File: src/sqlf_defs.svh
`ifndef SQLF_DEFS_SVH
`define SQLF_DEFS_SVH

`define SQLF_ADDR_W 8
`define SQLF_DATA_W 32
`define SQLF_LIM_W 12
`define SQLF_NUM_CHAN 16
`define SQLF_CHAN_W 4
`define SQLF_EVT_W 3

`define SQLF_OFS_LIMIT 8'h3C
`define SQLF_OFS_FLAGS 8'h40
`define SQLF_OFS_EVT_STATUS 8'h44
`define SQLF_OFS_EVT_MASK 8'h48
`define SQLF_OFS_CHAN_EN 8'h4C

`define SQLF_LIMIT_RST 24'hFFF000
`define SQLF_UPPER_HI 23
`define SQLF_UPPER_LO 12
`define SQLF_LOWER_HI 11
`define SQLF_LOWER_LO 0

`define SQLF_BIT_UPPER 0
`define SQLF_BIT_LOWER 1
`define SQLF_BIT_RDERR 2

`endif

File: src/sqlf_pkg.sv
`include "sqlf_defs.svh"

package sqlf_pkg;

  typedef struct packed {
    logic [`SQLF_LIM_W-1:0] upperLimitValue;
    logic [`SQLF_LIM_W-1:0] lowerLimitValue;
    logic [`SQLF_NUM_CHAN-1:0] channelLimitCheckEnable;
    logic upperLimitFlag;
    logic lowerLimitFlag;
    logic readErr;
    logic upperIrq;
    logic lowerIrq;
    logic readErrIrq;
    logic [`SQLF_EVT_W-1:0] evtStatus;
    logic [`SQLF_EVT_W-1:0] evtMask;
    logic irq;
    logic [`SQLF_DATA_W-1:0] rdData;
  } sqlf_state_type;

endpackage : sqlf_pkg

File: src/sqlf_limit_cmp.sv
`timescale 1ns/10ps
`default_nettype none
`include "sqlf_defs.svh"

module sqlf_limit_cmp
  import sqlf_pkg::*;
#(
  parameter int SAMPLE_W = 16
) (
  input wire logic [SAMPLE_W-1:0] sampleData,
  input wire logic [`SQLF_LIM_W-1:0] upperLimitValue,
  input wire logic [`SQLF_LIM_W-1:0] lowerLimitValue,
  output logic hitUpper,
  output logic hitLower
);

  logic [`SQLF_LIM_W-1:0] sampleTop;

  // unsigned compare on the top bits of the result
  assign sampleTop = sampleData[SAMPLE_W-1 -: `SQLF_LIM_W];
  assign hitUpper = (sampleTop >= upperLimitValue);
  assign hitLower = (sampleTop <= lowerLimitValue);

endmodule : sqlf_limit_cmp

`default_nettype wire

File: src/sqlf_flags.sv
// Implementation choices: the strobed register port and the register offsets.
`timescale 1ns/10ps
`default_nettype none
`include "sqlf_defs.svh"

//Function
//- set upper flag on enabled result >= upper
//- set lower flag on enabled result <= lower
//- limit flags hold until queue emptied
//- limit interrupts track their flags exactly
//- read-error status is one bit
//- limit flags read-only, reset to zero
//- read error on refused read, cleared on granted read or empty
//- limit register upper/lower fields, reset FFF000
module sqlf_flags
  import sqlf_pkg::*;
#(
  parameter int SAMPLE_W = 16
) (
  input wire logic mclk,
  input wire logic nrst,
  input wire logic [`SQLF_ADDR_W-1:0] regAddr,
  input wire logic [`SQLF_DATA_W-1:0] regWrData,
  input wire logic regWrStb,
  input wire logic regRdStb,
  output logic [`SQLF_DATA_W-1:0] regRdData,
  input wire logic sampleStore,
  input wire logic [SAMPLE_W-1:0] sampleData,
  input wire logic [`SQLF_CHAN_W-1:0] sampleChan,
  input wire logic queueEmptied,
  input wire logic readReq,
  output logic upperLimitFlag,
  output logic lowerLimitFlag,
  output logic readErr,
  output logic upperIrq,
  output logic lowerIrq,
  output logic readErrIrq,
  output logic irq
);

  sqlf_state_type st_r;
  sqlf_state_type st_nxt;
  logic hitUpper;
  logic hitLower;
  logic checkEn;
  logic setUpper;
  logic setLower;
  logic setRdErr;
  logic [`SQLF_EVT_W-1:0] events;
  logic [`SQLF_EVT_W-1:0] clrMask;
  localparam logic [`SQLF_UPPER_HI:0] LIMIT_RST = `SQLF_LIMIT_RST;

  function automatic logic hit(input logic [`SQLF_ADDR_W-1:0] a, input logic [`SQLF_ADDR_W-1:0] ofs);
    hit = (a == ofs);
  endfunction : hit

  // reset image: flags and events clear, limits at their reset values
  function automatic sqlf_state_type resetState();
    sqlf_state_type s;
    s = '0;
    s.upperLimitValue = LIMIT_RST[`SQLF_UPPER_HI:`SQLF_UPPER_LO];
    s.lowerLimitValue = LIMIT_RST[`SQLF_LOWER_HI:`SQLF_LOWER_LO];
    return s;
  endfunction : resetState

  sqlf_limit_cmp #(
    .SAMPLE_W(SAMPLE_W)
  ) i_sqlf_limit_cmp (
    .sampleData(sampleData),
    .upperLimitValue(st_r.upperLimitValue),
    .lowerLimitValue(st_r.lowerLimitValue),
    .hitUpper(hitUpper),
    .hitLower(hitLower)
  );

  always_comb begin
    st_nxt = st_r;
    checkEn = st_r.channelLimitCheckEnable[sampleChan];
    setUpper = sampleStore & checkEn & hitUpper;
    setLower = sampleStore & checkEn & hitLower;
    setRdErr = readReq & sampleStore;
    events = '0;
    events[`SQLF_BIT_UPPER] = setUpper & ~st_r.upperLimitFlag;
    events[`SQLF_BIT_LOWER] = setLower & ~st_r.lowerLimitFlag;
    events[`SQLF_BIT_RDERR] = setRdErr & ~st_r.readErr;
    clrMask = '0;

    // flags hold until the queue empties; a new hit wins
    if (setUpper) begin
      st_nxt.upperLimitFlag = 1'h1;
    end else if (queueEmptied) begin
      st_nxt.upperLimitFlag = 1'h0;
    end
    if (setLower) begin
      st_nxt.lowerLimitFlag = 1'h1;
    end else if (queueEmptied) begin
      st_nxt.lowerLimitFlag = 1'h0;
    end
    // refused read sets, granted read or empty clears
    if (setRdErr) begin
      st_nxt.readErr = 1'h1;
    end else if (readReq | queueEmptied) begin
      st_nxt.readErr = 1'h0;
    end
    // interrupts share the next value of their flag
    st_nxt.upperIrq = st_nxt.upperLimitFlag;
    st_nxt.lowerIrq = st_nxt.lowerLimitFlag;
    st_nxt.readErrIrq = st_nxt.readErr;

    if (regWrStb) begin
      if (hit(regAddr, `SQLF_OFS_LIMIT)) begin
        st_nxt.upperLimitValue = regWrData[`SQLF_UPPER_HI:`SQLF_UPPER_LO];
        st_nxt.lowerLimitValue = regWrData[`SQLF_LOWER_HI:`SQLF_LOWER_LO];
      end
      if (hit(regAddr, `SQLF_OFS_EVT_STATUS)) begin
        clrMask = regWrData[`SQLF_EVT_W-1:0];
      end
      if (hit(regAddr, `SQLF_OFS_EVT_MASK)) begin
        st_nxt.evtMask = regWrData[`SQLF_EVT_W-1:0];
      end
      if (hit(regAddr, `SQLF_OFS_CHAN_EN)) begin
        st_nxt.channelLimitCheckEnable = regWrData[`SQLF_NUM_CHAN-1:0];
      end
    end
    // sticky events, a set wins over a write-one clear
    st_nxt.evtStatus = (st_r.evtStatus & ~clrMask) | events;
    st_nxt.irq = |(st_nxt.evtStatus & st_nxt.evtMask);

    // read data valid only in the cycle after the strobe
    st_nxt.rdData = '0;
    if (regRdStb) begin
      if (hit(regAddr, `SQLF_OFS_LIMIT)) begin
        st_nxt.rdData[`SQLF_UPPER_HI:`SQLF_UPPER_LO] = st_r.upperLimitValue;
        st_nxt.rdData[`SQLF_LOWER_HI:`SQLF_LOWER_LO] = st_r.lowerLimitValue;
      end
      if (hit(regAddr, `SQLF_OFS_FLAGS)) begin
        // writes to this word are ignored single-bit error
        st_nxt.rdData[`SQLF_BIT_UPPER] = st_r.upperLimitFlag;
        st_nxt.rdData[`SQLF_BIT_LOWER] = st_r.lowerLimitFlag;
        st_nxt.rdData[`SQLF_BIT_RDERR] = st_r.readErr;
      end
      if (hit(regAddr, `SQLF_OFS_EVT_STATUS)) begin
        st_nxt.rdData[`SQLF_EVT_W-1:0] = st_r.evtStatus;
      end
      if (hit(regAddr, `SQLF_OFS_EVT_MASK)) begin
        st_nxt.rdData[`SQLF_EVT_W-1:0] = st_r.evtMask;
      end
      if (hit(regAddr, `SQLF_OFS_CHAN_EN)) begin
        st_nxt.rdData[`SQLF_NUM_CHAN-1:0] = st_r.channelLimitCheckEnable;
      end
    end
  end

  always_ff @(posedge mclk or negedge nrst) begin
    if (!nrst) begin
      st_r <= resetState();
    end else begin
      st_r <= st_nxt;
    end
  end

  assign regRdData = st_r.rdData;
  assign upperLimitFlag = st_r.upperLimitFlag;
  assign lowerLimitFlag = st_r.lowerLimitFlag;
  assign readErr = st_r.readErr;
  assign upperIrq = st_r.upperIrq;
  assign lowerIrq = st_r.lowerIrq;
  assign readErrIrq = st_r.readErrIrq;
  assign irq = st_r.irq;

endmodule : sqlf_flags

`default_nettype wire

File: config.mk
export PLATFORM = sky130hd
export DESIGN_NAME = sqlf_flags
export DESIGN_NICKNAME = d
export VERILOG_FILES = /design/src/sqlf_pkg.sv /design/src/sqlf_limit_cmp.sv /design/src/sqlf_flags.sv
export VERILOG_INCLUDE_DIRS = /design/src /design/src/src
export SDC_FILE = /design/constraint.sdc
export NUM_CORES = 1
export LEC_CHECK = 0
export ABC_CLOCK_PERIOD_IN_PS = 4850
export BUFFER_PORTS_ARGS = -buffer_cell sky130_fd_sc_hd__buf_2
export CORE_AREA = 3 3 91 136
export CTS_BUF_LIST = sky130_fd_sc_hd__clkbuf_4 sky130_fd_sc_hd__clkbuf_8 sky130_fd_sc_hd__clkbuf_16
export CTS_CLUSTER_SIZE = 30
export DETAILED_ROUTE_END_ITERATION = 7
export DIE_AREA = 0 0 94 139
export GPL_ROUTABILITY_DRIVEN = 0
export GPL_TIMING_DRIVEN = 0
export MAX_ROUTING_LAYER = met4
export SYNTH_ARGS = -nofsm -noshare
export SYNTH_HDL_FRONTEND = slang
export SYNTH_SLANG_ARGS = --single-unit
File: constraint.sdc
create_clock -name mclk -period 4.85 [get_ports mclk]
set_input_delay 0.2425 -clock mclk [delete_from_list [all_inputs] [get_ports mclk]]
set_output_delay 0.2425 -clock mclk [all_outputs]
set_load 0.01 [all_outputs]
# After elaboration in Yosys (flattened, before gate mapping)
# Cells that the tools add are included.
dict set report totals {
  register_bits 74
  wordCells 56
  in_bits 67
}
dict set report classes {
  n_eq_ne 5
  magnitude_cmp 3
  n_mux 17
  n_reduce_logical 6
  n_bitwise 15
}
# op count
set op_table {}
lappend op_table {{24-bit 2-to-1 mux} 2}
lappend op_table {{8-bit by 7-bit equality test with 1-bit output, second input constant} 4}
lappend op_table {{3-bit 2-to-1 mux} 7}
lappend op_table {{16-bit 2-to-1 mux} 1}
lappend op_table {{12-bit >= comparator} 1}
lappend op_table {{12-bit less-or-equal comparator} 1}
lappend op_table {{8-bit by 6-bit equality test with 1-bit output, second input constant} 1}
lappend op_table {{1-bit AND} 7}
lappend op_table {{3-bit AND} 2}
lappend op_table {{1-bit 2-to-1 mux} 6}
lappend op_table {{2-bit nonzero test} 3}
lappend op_table {{4-bit by 5-bit < comparator with 1-bit output, second input constant} 1}
lappend op_table {{1-bit binary-select mux with 4-bit select} 1}
lappend op_table {{2-bit AND reduction} 2}
lappend op_table {{1-bit inverter} 3}
lappend op_table {{3-bit inverter} 1}
lappend op_table {{3-bit OR} 1}
lappend op_table {{3-bit OR reduction} 1}
lappend op_table {{1-bit OR} 1}

# Depth between registers and ports, before layout
# Gate-level depths: netlist of the first run.
dict set report depth {
  word_depth 8
  mapped_depth 8
  ltp_nobuf 8
}

# Hierarchy
# From an unflattened synthesis of the first run, not the netlist that was laid out.
dict set report unflattened {
  cells_unflattened 344
  area_unflattened_um2 4015.1
}
# mod instances cells_each area_per_inst_um2
set by_module_without_submodules {}
lappend by_module_without_submodules {sqlf_flags 1 264 3442.1}
lappend by_module_without_submodules {sqlf_limit_cmp 1 80 573.0}

# Least setup slack after synthesis of the first run
# OpenSTA, ideal clock, no wires.
dict set report synth_timing {
  kind {flip-flop to flip-flop}
  startpoint {register st_r[70] (netlist name)}
  endpoint {register st_r, in the netlist irq}
  path_stages_with_launch 9
  slack_ns 2.867
  arrival_ns 1.857
  path_cell_list {dfrtp_1 > inv_1 > ha_1 > nand4_1 > nor3_1 > o31ai_1 > a31o_1 > a32o_1 > a221o_1}
}
# item line_no
set synth_lines {}
lappend synth_lines {{from (decl)} sqlf_flags.sv:41} ;# sqlf_state_type st_r;
lappend synth_lines {{from (signal assigned)} sqlf_flags.sv:156} ;# st_r <= resetState();
lappend synth_lines {{from (signal assigned)} sqlf_flags.sv:158} ;# st_r <= st_nxt;

==> results of run 1 <==
-- kinds of logic (layout without fill, tap and decap cells) --
kind of cell | count (synthesis) | after routing | share of synthesized area
flip-flops | 74 | 74 | 0.4781
AND/OR/NAND/NOR | 62 | 62 | 0.09292
AO/OA/AOI/OAI | 50 | 50 | 0.09228
buffers and inverters | 73 | 173 | 0.1073
other | 1 | 8 | 0.0009603
multiplexers | 51 | 51 | 0.1516
adder cells (fa/ha/maj) | 24 | 24 | 0.07690
-- metal layers --
metal / up-vias / GRT usage
met2: 73 / 0.2785
met4: 0 / 0.06545
met1: 1342 / 0.1666
met5: - / -
li1: 1345 / -
met3: 15 / 0.02280
-- cell usage in the layout, fill, tap and decap left out, types with 3 or more instances in the layout --
cell / instances
buf_2: 86
dfrtp_1: 62
mux2_1: 41
buf_4: 36
inv_1: 27
ha_1: 24
nand2_1: 13
a22o_1: 13
dfstp_2: 12
and3_1: 11
a21oi_1: 10
nor2_1: 9
clkbuf_16: 9
conb_1: 8
mux2i_1: 7
nor2b_1: 7
nand4_1: 6
o21ai_0: 5
and2_1: 3
buf_1: 3
a211oi_1: 3
o21ai_1: 3
clkbuf_8: 3
-- path summary, 6_finish.rpt --
| path | from | end | slack (ns) | cells past startpoint |
|---|---|---|---|---|
| worst max register to register | st_r[75] | irq | 2.46 | 8 |
| max in group asynchronous | nrst | st_r[78] | 4.04 | 3 |
| worst min-delay path | queueEmptied | upperIrq | 0.12 | 2 |
| worst max-delay path | st_r[75] | irq | 2.46 | 8 |
| worst min register to register | st_r[53] | st_r[53] | 0.51 | 1 |
| min in group asynchronous | nrst | regRdData[4] | 0.46 | 3 |
-- sequential cells by signal, summed over array words and instances, names as in the netlist --
signal,cells
st_r,46
regRdData,24
upperIrq,1
lowerIrq,1
readErrIrq,1
irq,1
-- area by class of cell --
cell class / instances / share of cell area
Buffer: 46 / 0.06475
Multi-Input combinational cell: 195 / 0.3352
Inverter: 27 / 0.02065
Clock inverter: 4 / 0.01478
Clock buffer: 12 / 0.05430
Timing Repair Buffer: 84 / 0.09177
Sequential cell: 74 / 0.3803
Tap cell: 150 / 0.03824
-- critical path, stage by stage (launching register included) --
cell	delay [ns]
dfstp_2	0.54
inv_1	0.04
ha_1	0.28
a211oi_1	0.26
o21ai_1	0.11
a211oi_1	0.32
o21ai_1	0.18
and3_1	0.21
a221o_1	0.31
-- power by group through the flow --
stage | Clock, mW | Sequential [mW] | Combinational, mW
5_1_grt | 0.780 | 0.665 | 0.169
4_1_cts | 0.756 | 0.662 | 0.152
2_1_floorplan | 0 | 0.668 | 0.0790
3_5_place_dp | 0 | 0.673 | 0.151
6_report | 0.745 | 0.663 | 0.149
3_3_place_gp | 0 | 0.672 | 0.141
==> impl_metrics.tcl, run 1 <==
set metrics [dict create \
    cts_root_buf "clkbuf_16" \
    drt-pass1-iter-count 4 \
    hold_ws_ns 0.1184 \
    placed_area_sq_um 4559 \
    wl_met2_um 5161 \
    synth-async-reset-ratio 1.000 \
    synth_top_cell_by_area "dfrtp_1" \
    skew_ns 0.007442 \
    multiInputGateArea_sq_um 1645 \
    vias 2775 \
    seq_power_share 0.426 \
    drt-vias-per-instance 4.688 \
    synth_top_cell_area_share 0.3973 \
    die_y_um 139 \
    route.top_layer_used "met4" \
    status "finished clean" \
    wl_met3_um 325 \
    h-tree-depth 3 \
    fin_ws_ns 2.465 \
    place_hpwl_um 7409 \
    slew_headroom 0.5423 \
    combPwrFrac 0.096 \
    leakagePower_nw 2.579 \
    final_area_sq_um 4908 \
    regArea_sq_um 1867 \
    synth_most_common_cell "dfrtp_1" \
    grt_max_degree 75 \
    drt-met1-wl_um 3797 \
    synthTopCellsByArea "dfrtp_1 (40%), mux2_1 (12%), dfstp_2 (8.1%)" \
    fmax_ghz 0.4192 \
    clk_latency_ns 0.34 \
    worstSetupPathType "reg -> reg" \
    chipWidth_um 94 \
    ir_worst_vdd_uv 180.5 \
    synth.distinct_cells 46 \
    post_cts.repair.setup_buffers 0 \
    holdBufCountCts 1 \
    powerDensity_nw_per_um2 317.1 \
    hp-class "in -> reg" \
    utilization 0.4302 \
    period_share 0.4918 \
    wl_per_cell_um 16.08 \
    post-place-ws_ns 2.411 \
    initial_core_util 0.3422 \
    netlist_top_cells_count "dfrtp_1 (62), mux2_1 (41), buf_4 (35)" \
    cts_made_buffers 9 \
    avgSynthCellArea_sq_um 11.66 \
    design_power_total_mw 1.557 \
    end_kind "flop" \
    synth_area_sq_um 3905 \
    antenna_found_initial 0 \
    setup_viol 0 \
    hold_viol_final 0 \
    fillers 1119 \
    clock_power_share 0.479 \
    synth_seq_area_share 0.4781 \
    layout-drive-gt1-share 0.3620 \
    antenna_cells 0 \
    sw_frac_of_total 0.2251 \
    ant_nets 0 \
    intPower_mw 1.206 \
    grt_util_all_layers 0.1552 \
    drc 0 \
    syn2layout_area_growth_pct 25.70 \
    min_period_ns 2.385 \
    maxCapViolCount 0 \
    tritoncts "done" \
    num_rows 48 \
    yosys_warnings 0 \
    synthCells 335 \
    crit_required_ns 5.06 \
    synth_edf_count 0 \
    switching_power_mw 0.3504 \
    clkSinkCount 74 \
    cts_resized 0 \
    ys_seq_elements 74 \
    fp.dieArea_sq_um 13070 \
    finalSetupTns_ns 0 \
    grt_pass1_vias 2977 \
    slew_violations 0 \
    layout.nets 528 \
    grt_pass1_wl_um 15000 \
    cp_max_fo 3 \
    ios 106 \
    clk_pin_slew_worst_paths_ns 0.06 \
    overflow 0 \
    dp.cells 575 \
    cp.arrival_ns 2.59 \
    rsz0062_at_grt "false" \
    synth_ff_type "dfrtp_1" \
    core-area_sq_um 11410 \
    cts.path.max_buffers 2 \
    drt_iter0_drc 111 \
    worst_pin_slew_ns 0.6866 \
    io_buffers 82 \
    final_cells 592 \
    critPathLaunchType "flop" \
    routed_wl_um 9521 \
]
(Power assumes the default switching activity.)
==> run 2: changes to the inputs <==
--- a/config.mk
+++ b/config.mk
@@ -6,13 +6,14 @@
 export SDC_FILE = /design/constraint.sdc
 export NUM_CORES = 1
 export LEC_CHECK = 0
-export ABC_CLOCK_PERIOD_IN_PS = 4850
+export ABC_AREA = 1
+export ABC_CLOCK_PERIOD_IN_PS = 2100
 export BUFFER_PORTS_ARGS = -buffer_cell sky130_fd_sc_hd__buf_2
-export CORE_AREA = 3 3 91 136
+export CORE_AREA = 3 3 93 139
 export CTS_BUF_LIST = sky130_fd_sc_hd__clkbuf_4 sky130_fd_sc_hd__clkbuf_8 sky130_fd_sc_hd__clkbuf_16
 export CTS_CLUSTER_SIZE = 30
 export DETAILED_ROUTE_END_ITERATION = 7
-export DIE_AREA = 0 0 94 139
+export DIE_AREA = 0 0 96 142
 export GPL_ROUTABILITY_DRIVEN = 0
 export GPL_TIMING_DRIVEN = 0
 export MAX_ROUTING_LAYER = met4
==> constraint.sdc (replaced) <==
create_clock -name mclk -period 2.1 [get_ports mclk]
set_input_delay 0.105 -clock mclk [delete_from_list [all_inputs] [get_ports mclk]]
set_output_delay 0.105 -clock mclk [all_outputs]
set_load 0.01 [all_outputs]
==> run 2 against run 1 <==
Against the previous run: the flow now finishes with violations (negative hold slack); sequential power increased by 130%; register-to-register slack got worse by 2.1 ns; wire length rose by 10%; critical path type unchanged.
==> impl_metrics.tcl, run 2 <==
set metrics [dict create \
    core-area_sq_um 11960 \
    clkSinkCount 74 \
    clk_latency_ns 0.33 \
    num_rows 49 \
    final_area_sq_um 5060 \
    layout-drive-gt1-share 0.2888 \
    holdBufCountCts 6 \
    synth_area_sq_um 4071 \
    hold_ws_ns -0.001253 \
    placed_area_sq_um 4712 \
    synth_top_family_by_area "simple AND/OR/NAND/NOR gates" \
    utilization 0.4232 \
    drt-vias-per-instance 4.596 \
    routed_wl_um 10510 \
    slew_headroom 0.3643 \
    slew_violations 0 \
    grt_max_degree 75 \
    netlist_top_cells_count "nand2_1 (100), inv_1 (82), dfrtp_1 (62)" \
    synthAdderAreaFrac 0.07376 \
    layout.nets 685 \
    critPathLaunchType "flop" \
    vias 3456 \
    fp.dieArea_sq_um 13630 \
    cts_root_buf "clkbuf_16" \
    rsz0062_at_grt "false" \
    drt_iter0_drc 180 \
    top_register "st_r" \
    place_hpwl_um 8143 \
    period_share 0.8452 \
    hold_viol_final 1 \
    grt_util_all_layers 0.1669 \
    chipWidth_um 96 \
    cp.arrival_ns 1.99 \
    synth_top_cell_area_share 0.3811 \
    synth_most_common_cell "nand2_1" \
    status "finished, violations left" \
    cts.path.max_buffers 2 \
    synthCells 486 \
    maxCapViolCount 0 \
    syn2layout_area_growth_pct 24.28 \
    cp_max_fo 2 \
    io_buffers 84 \
    failed_checks "negative hold slack" \
    ir_worst_vdd_uv 329.8 \
    clk_pin_slew_worst_paths_ns 0.06 \
    synth_ff_type "dfrtp_1" \
    synth_xor_xnor_area_share 0 \
    synth.area.mux_share 0 \
    antenna_found_initial 0 \
    synth.distinct_cells 31 \
    worstSetupPathType "reg -> reg" \
    overflow 0 \
    ys_seq_elements 74 \
    setup_viol 0 \
    ios 106 \
    tritoncts "done" \
    synth_seq_area_share 0.4585 \
    wl_per_cell_um 13.98 \
    grt_pass1_vias 3406 \
    final_common_cell "nand2_1" \
    synthTopCellsByArea "dfrtp_1 (38%), nand2_1 (9.2%), dfstp_2 (7.7%)" \
    yosys_warnings 0 \
    synth-async-reset-ratio 1.000 \
    finalSetupTns_ns 0 \
    largest_register_ffs 46 \
    h-tree-depth 3 \
    synth-simple-area-share 0.1835 \
    avgSynthCellArea_sq_um 8.377 \
    worst_pin_slew_ns 0.9536 \
    synth_compound_area_frac 0.1180 \
    powerDensity_nw_per_um2 668.2 \
    antenna_cells 0 \
    skew_ns 0.004192 \
    cts_resized 0 \
    post_cts.repair.setup_buffers 0 \
    ant_nets 0 \
    drt-pass1-iter-count 4 \
    grt_pass1_wl_um 16700 \
    hp-class "in -> reg" \
    min_period_ns 1.775 \
    drc 0 \
    end_kind "flop" \
    fmax_ghz 0.5634 \
    synth_edf_count 0 \
    layout_common_cells "nand2_1 (100), buf_2 (85), inv_1 (82)" \
    crit_required_ns 2.32 \
    synth_top_cell_by_area "dfrtp_1" \
    initial_core_util 0.3406 \
    leakagePower_nw 2.766 \
    cts_made_buffers 9 \
    die_y_um 142 \
]
[run 2: cell type report]
type	instances	area, sq um
Buffer	48	344.1
Clock buffer	14	275.3
Clock inverter	2	12.51
Fill cell	1214	6895
Inverter	87	329.1
Multi-Input combinational cell	284	1558
Sequential cell	74	1867
Tap cell	153	191.4
Timing Repair Buffer	90	483.0
[run 2: path summary, 6_finish.rpt]
check / startpoint / to / slack (ns) / depth (start not counted)
max: st_r[74] / irq / 0.33 / 12
min: regWrData[13] / st_r[74] / -0.001 / 3
max reg2reg: st_r[74] / irq / 0.33 / 12
min reg2reg: st_r[76] / st_r[76] / 0.47 / 2
max in group asynchronous: nrst / regRdData[23] / 1.01 / 2
min in group asynchronous: nrst / regRdData[16] / 0.43 / 2
[run 2: power by group]
| part | internal, mW | switching (mW) |
|---|---|---|
| registers | 1.49 | 0.0287 |
| clock network | 0.902 | 0.571 |
| logic | 0.154 | 0.235 |
| total | 2.55 | 0.835 |
[run 2: kinds of logic (layout without fill, tap and decap cells)]
kind of cell               count (synthesis)  count (layout)
and+or+nand+nor                          170             170
AOI/OAI and AO/OA                         82              82
buffers and inverters                    135             241
adders and majority gates                 24              24
DFF                                       74              74
other                                      1               8
[run 2: per-stage QoR]
step	worst slack (ns)	power [mW]	std cells	hold WS (ns)
6_report	0.3251	3.381	752	-0.001253
2_1_floorplan	0.5331	1.754	493	-0.1906
5_1_grt	0.1300	3.537	752	0.01219
3_3_place_gp	0.3335	1.909	730	0.3091
4_1_cts	0.3141	3.415	752	0.0001908
3_5_place_dp	0.3204	1.925	730	0.3084
[run 2: metal layers]
layer	share of wire	routed length [um]	global-route usage
met1	0.39	4125	0.1844
met2	0.52	5500	0.2847
met3	0.047	498	0.02540
met4	0.037	390	0.08621
met5	0	0	-
[run 2: worst max-delay path, cell delays in order (launching register included)]
cell and delay (ns):
dfstp_2 0.53, inv_1 0.07, ha_1 0.29, nand2_1 0.07, nand2_1 0.06, nand2_1 0.06, nand2_1 0.06, nand2_1 0.06
nand4_1 0.13, nand4_1 0.13, nand2_1 0.07, nand2_1 0.06, nand3_1 0.07
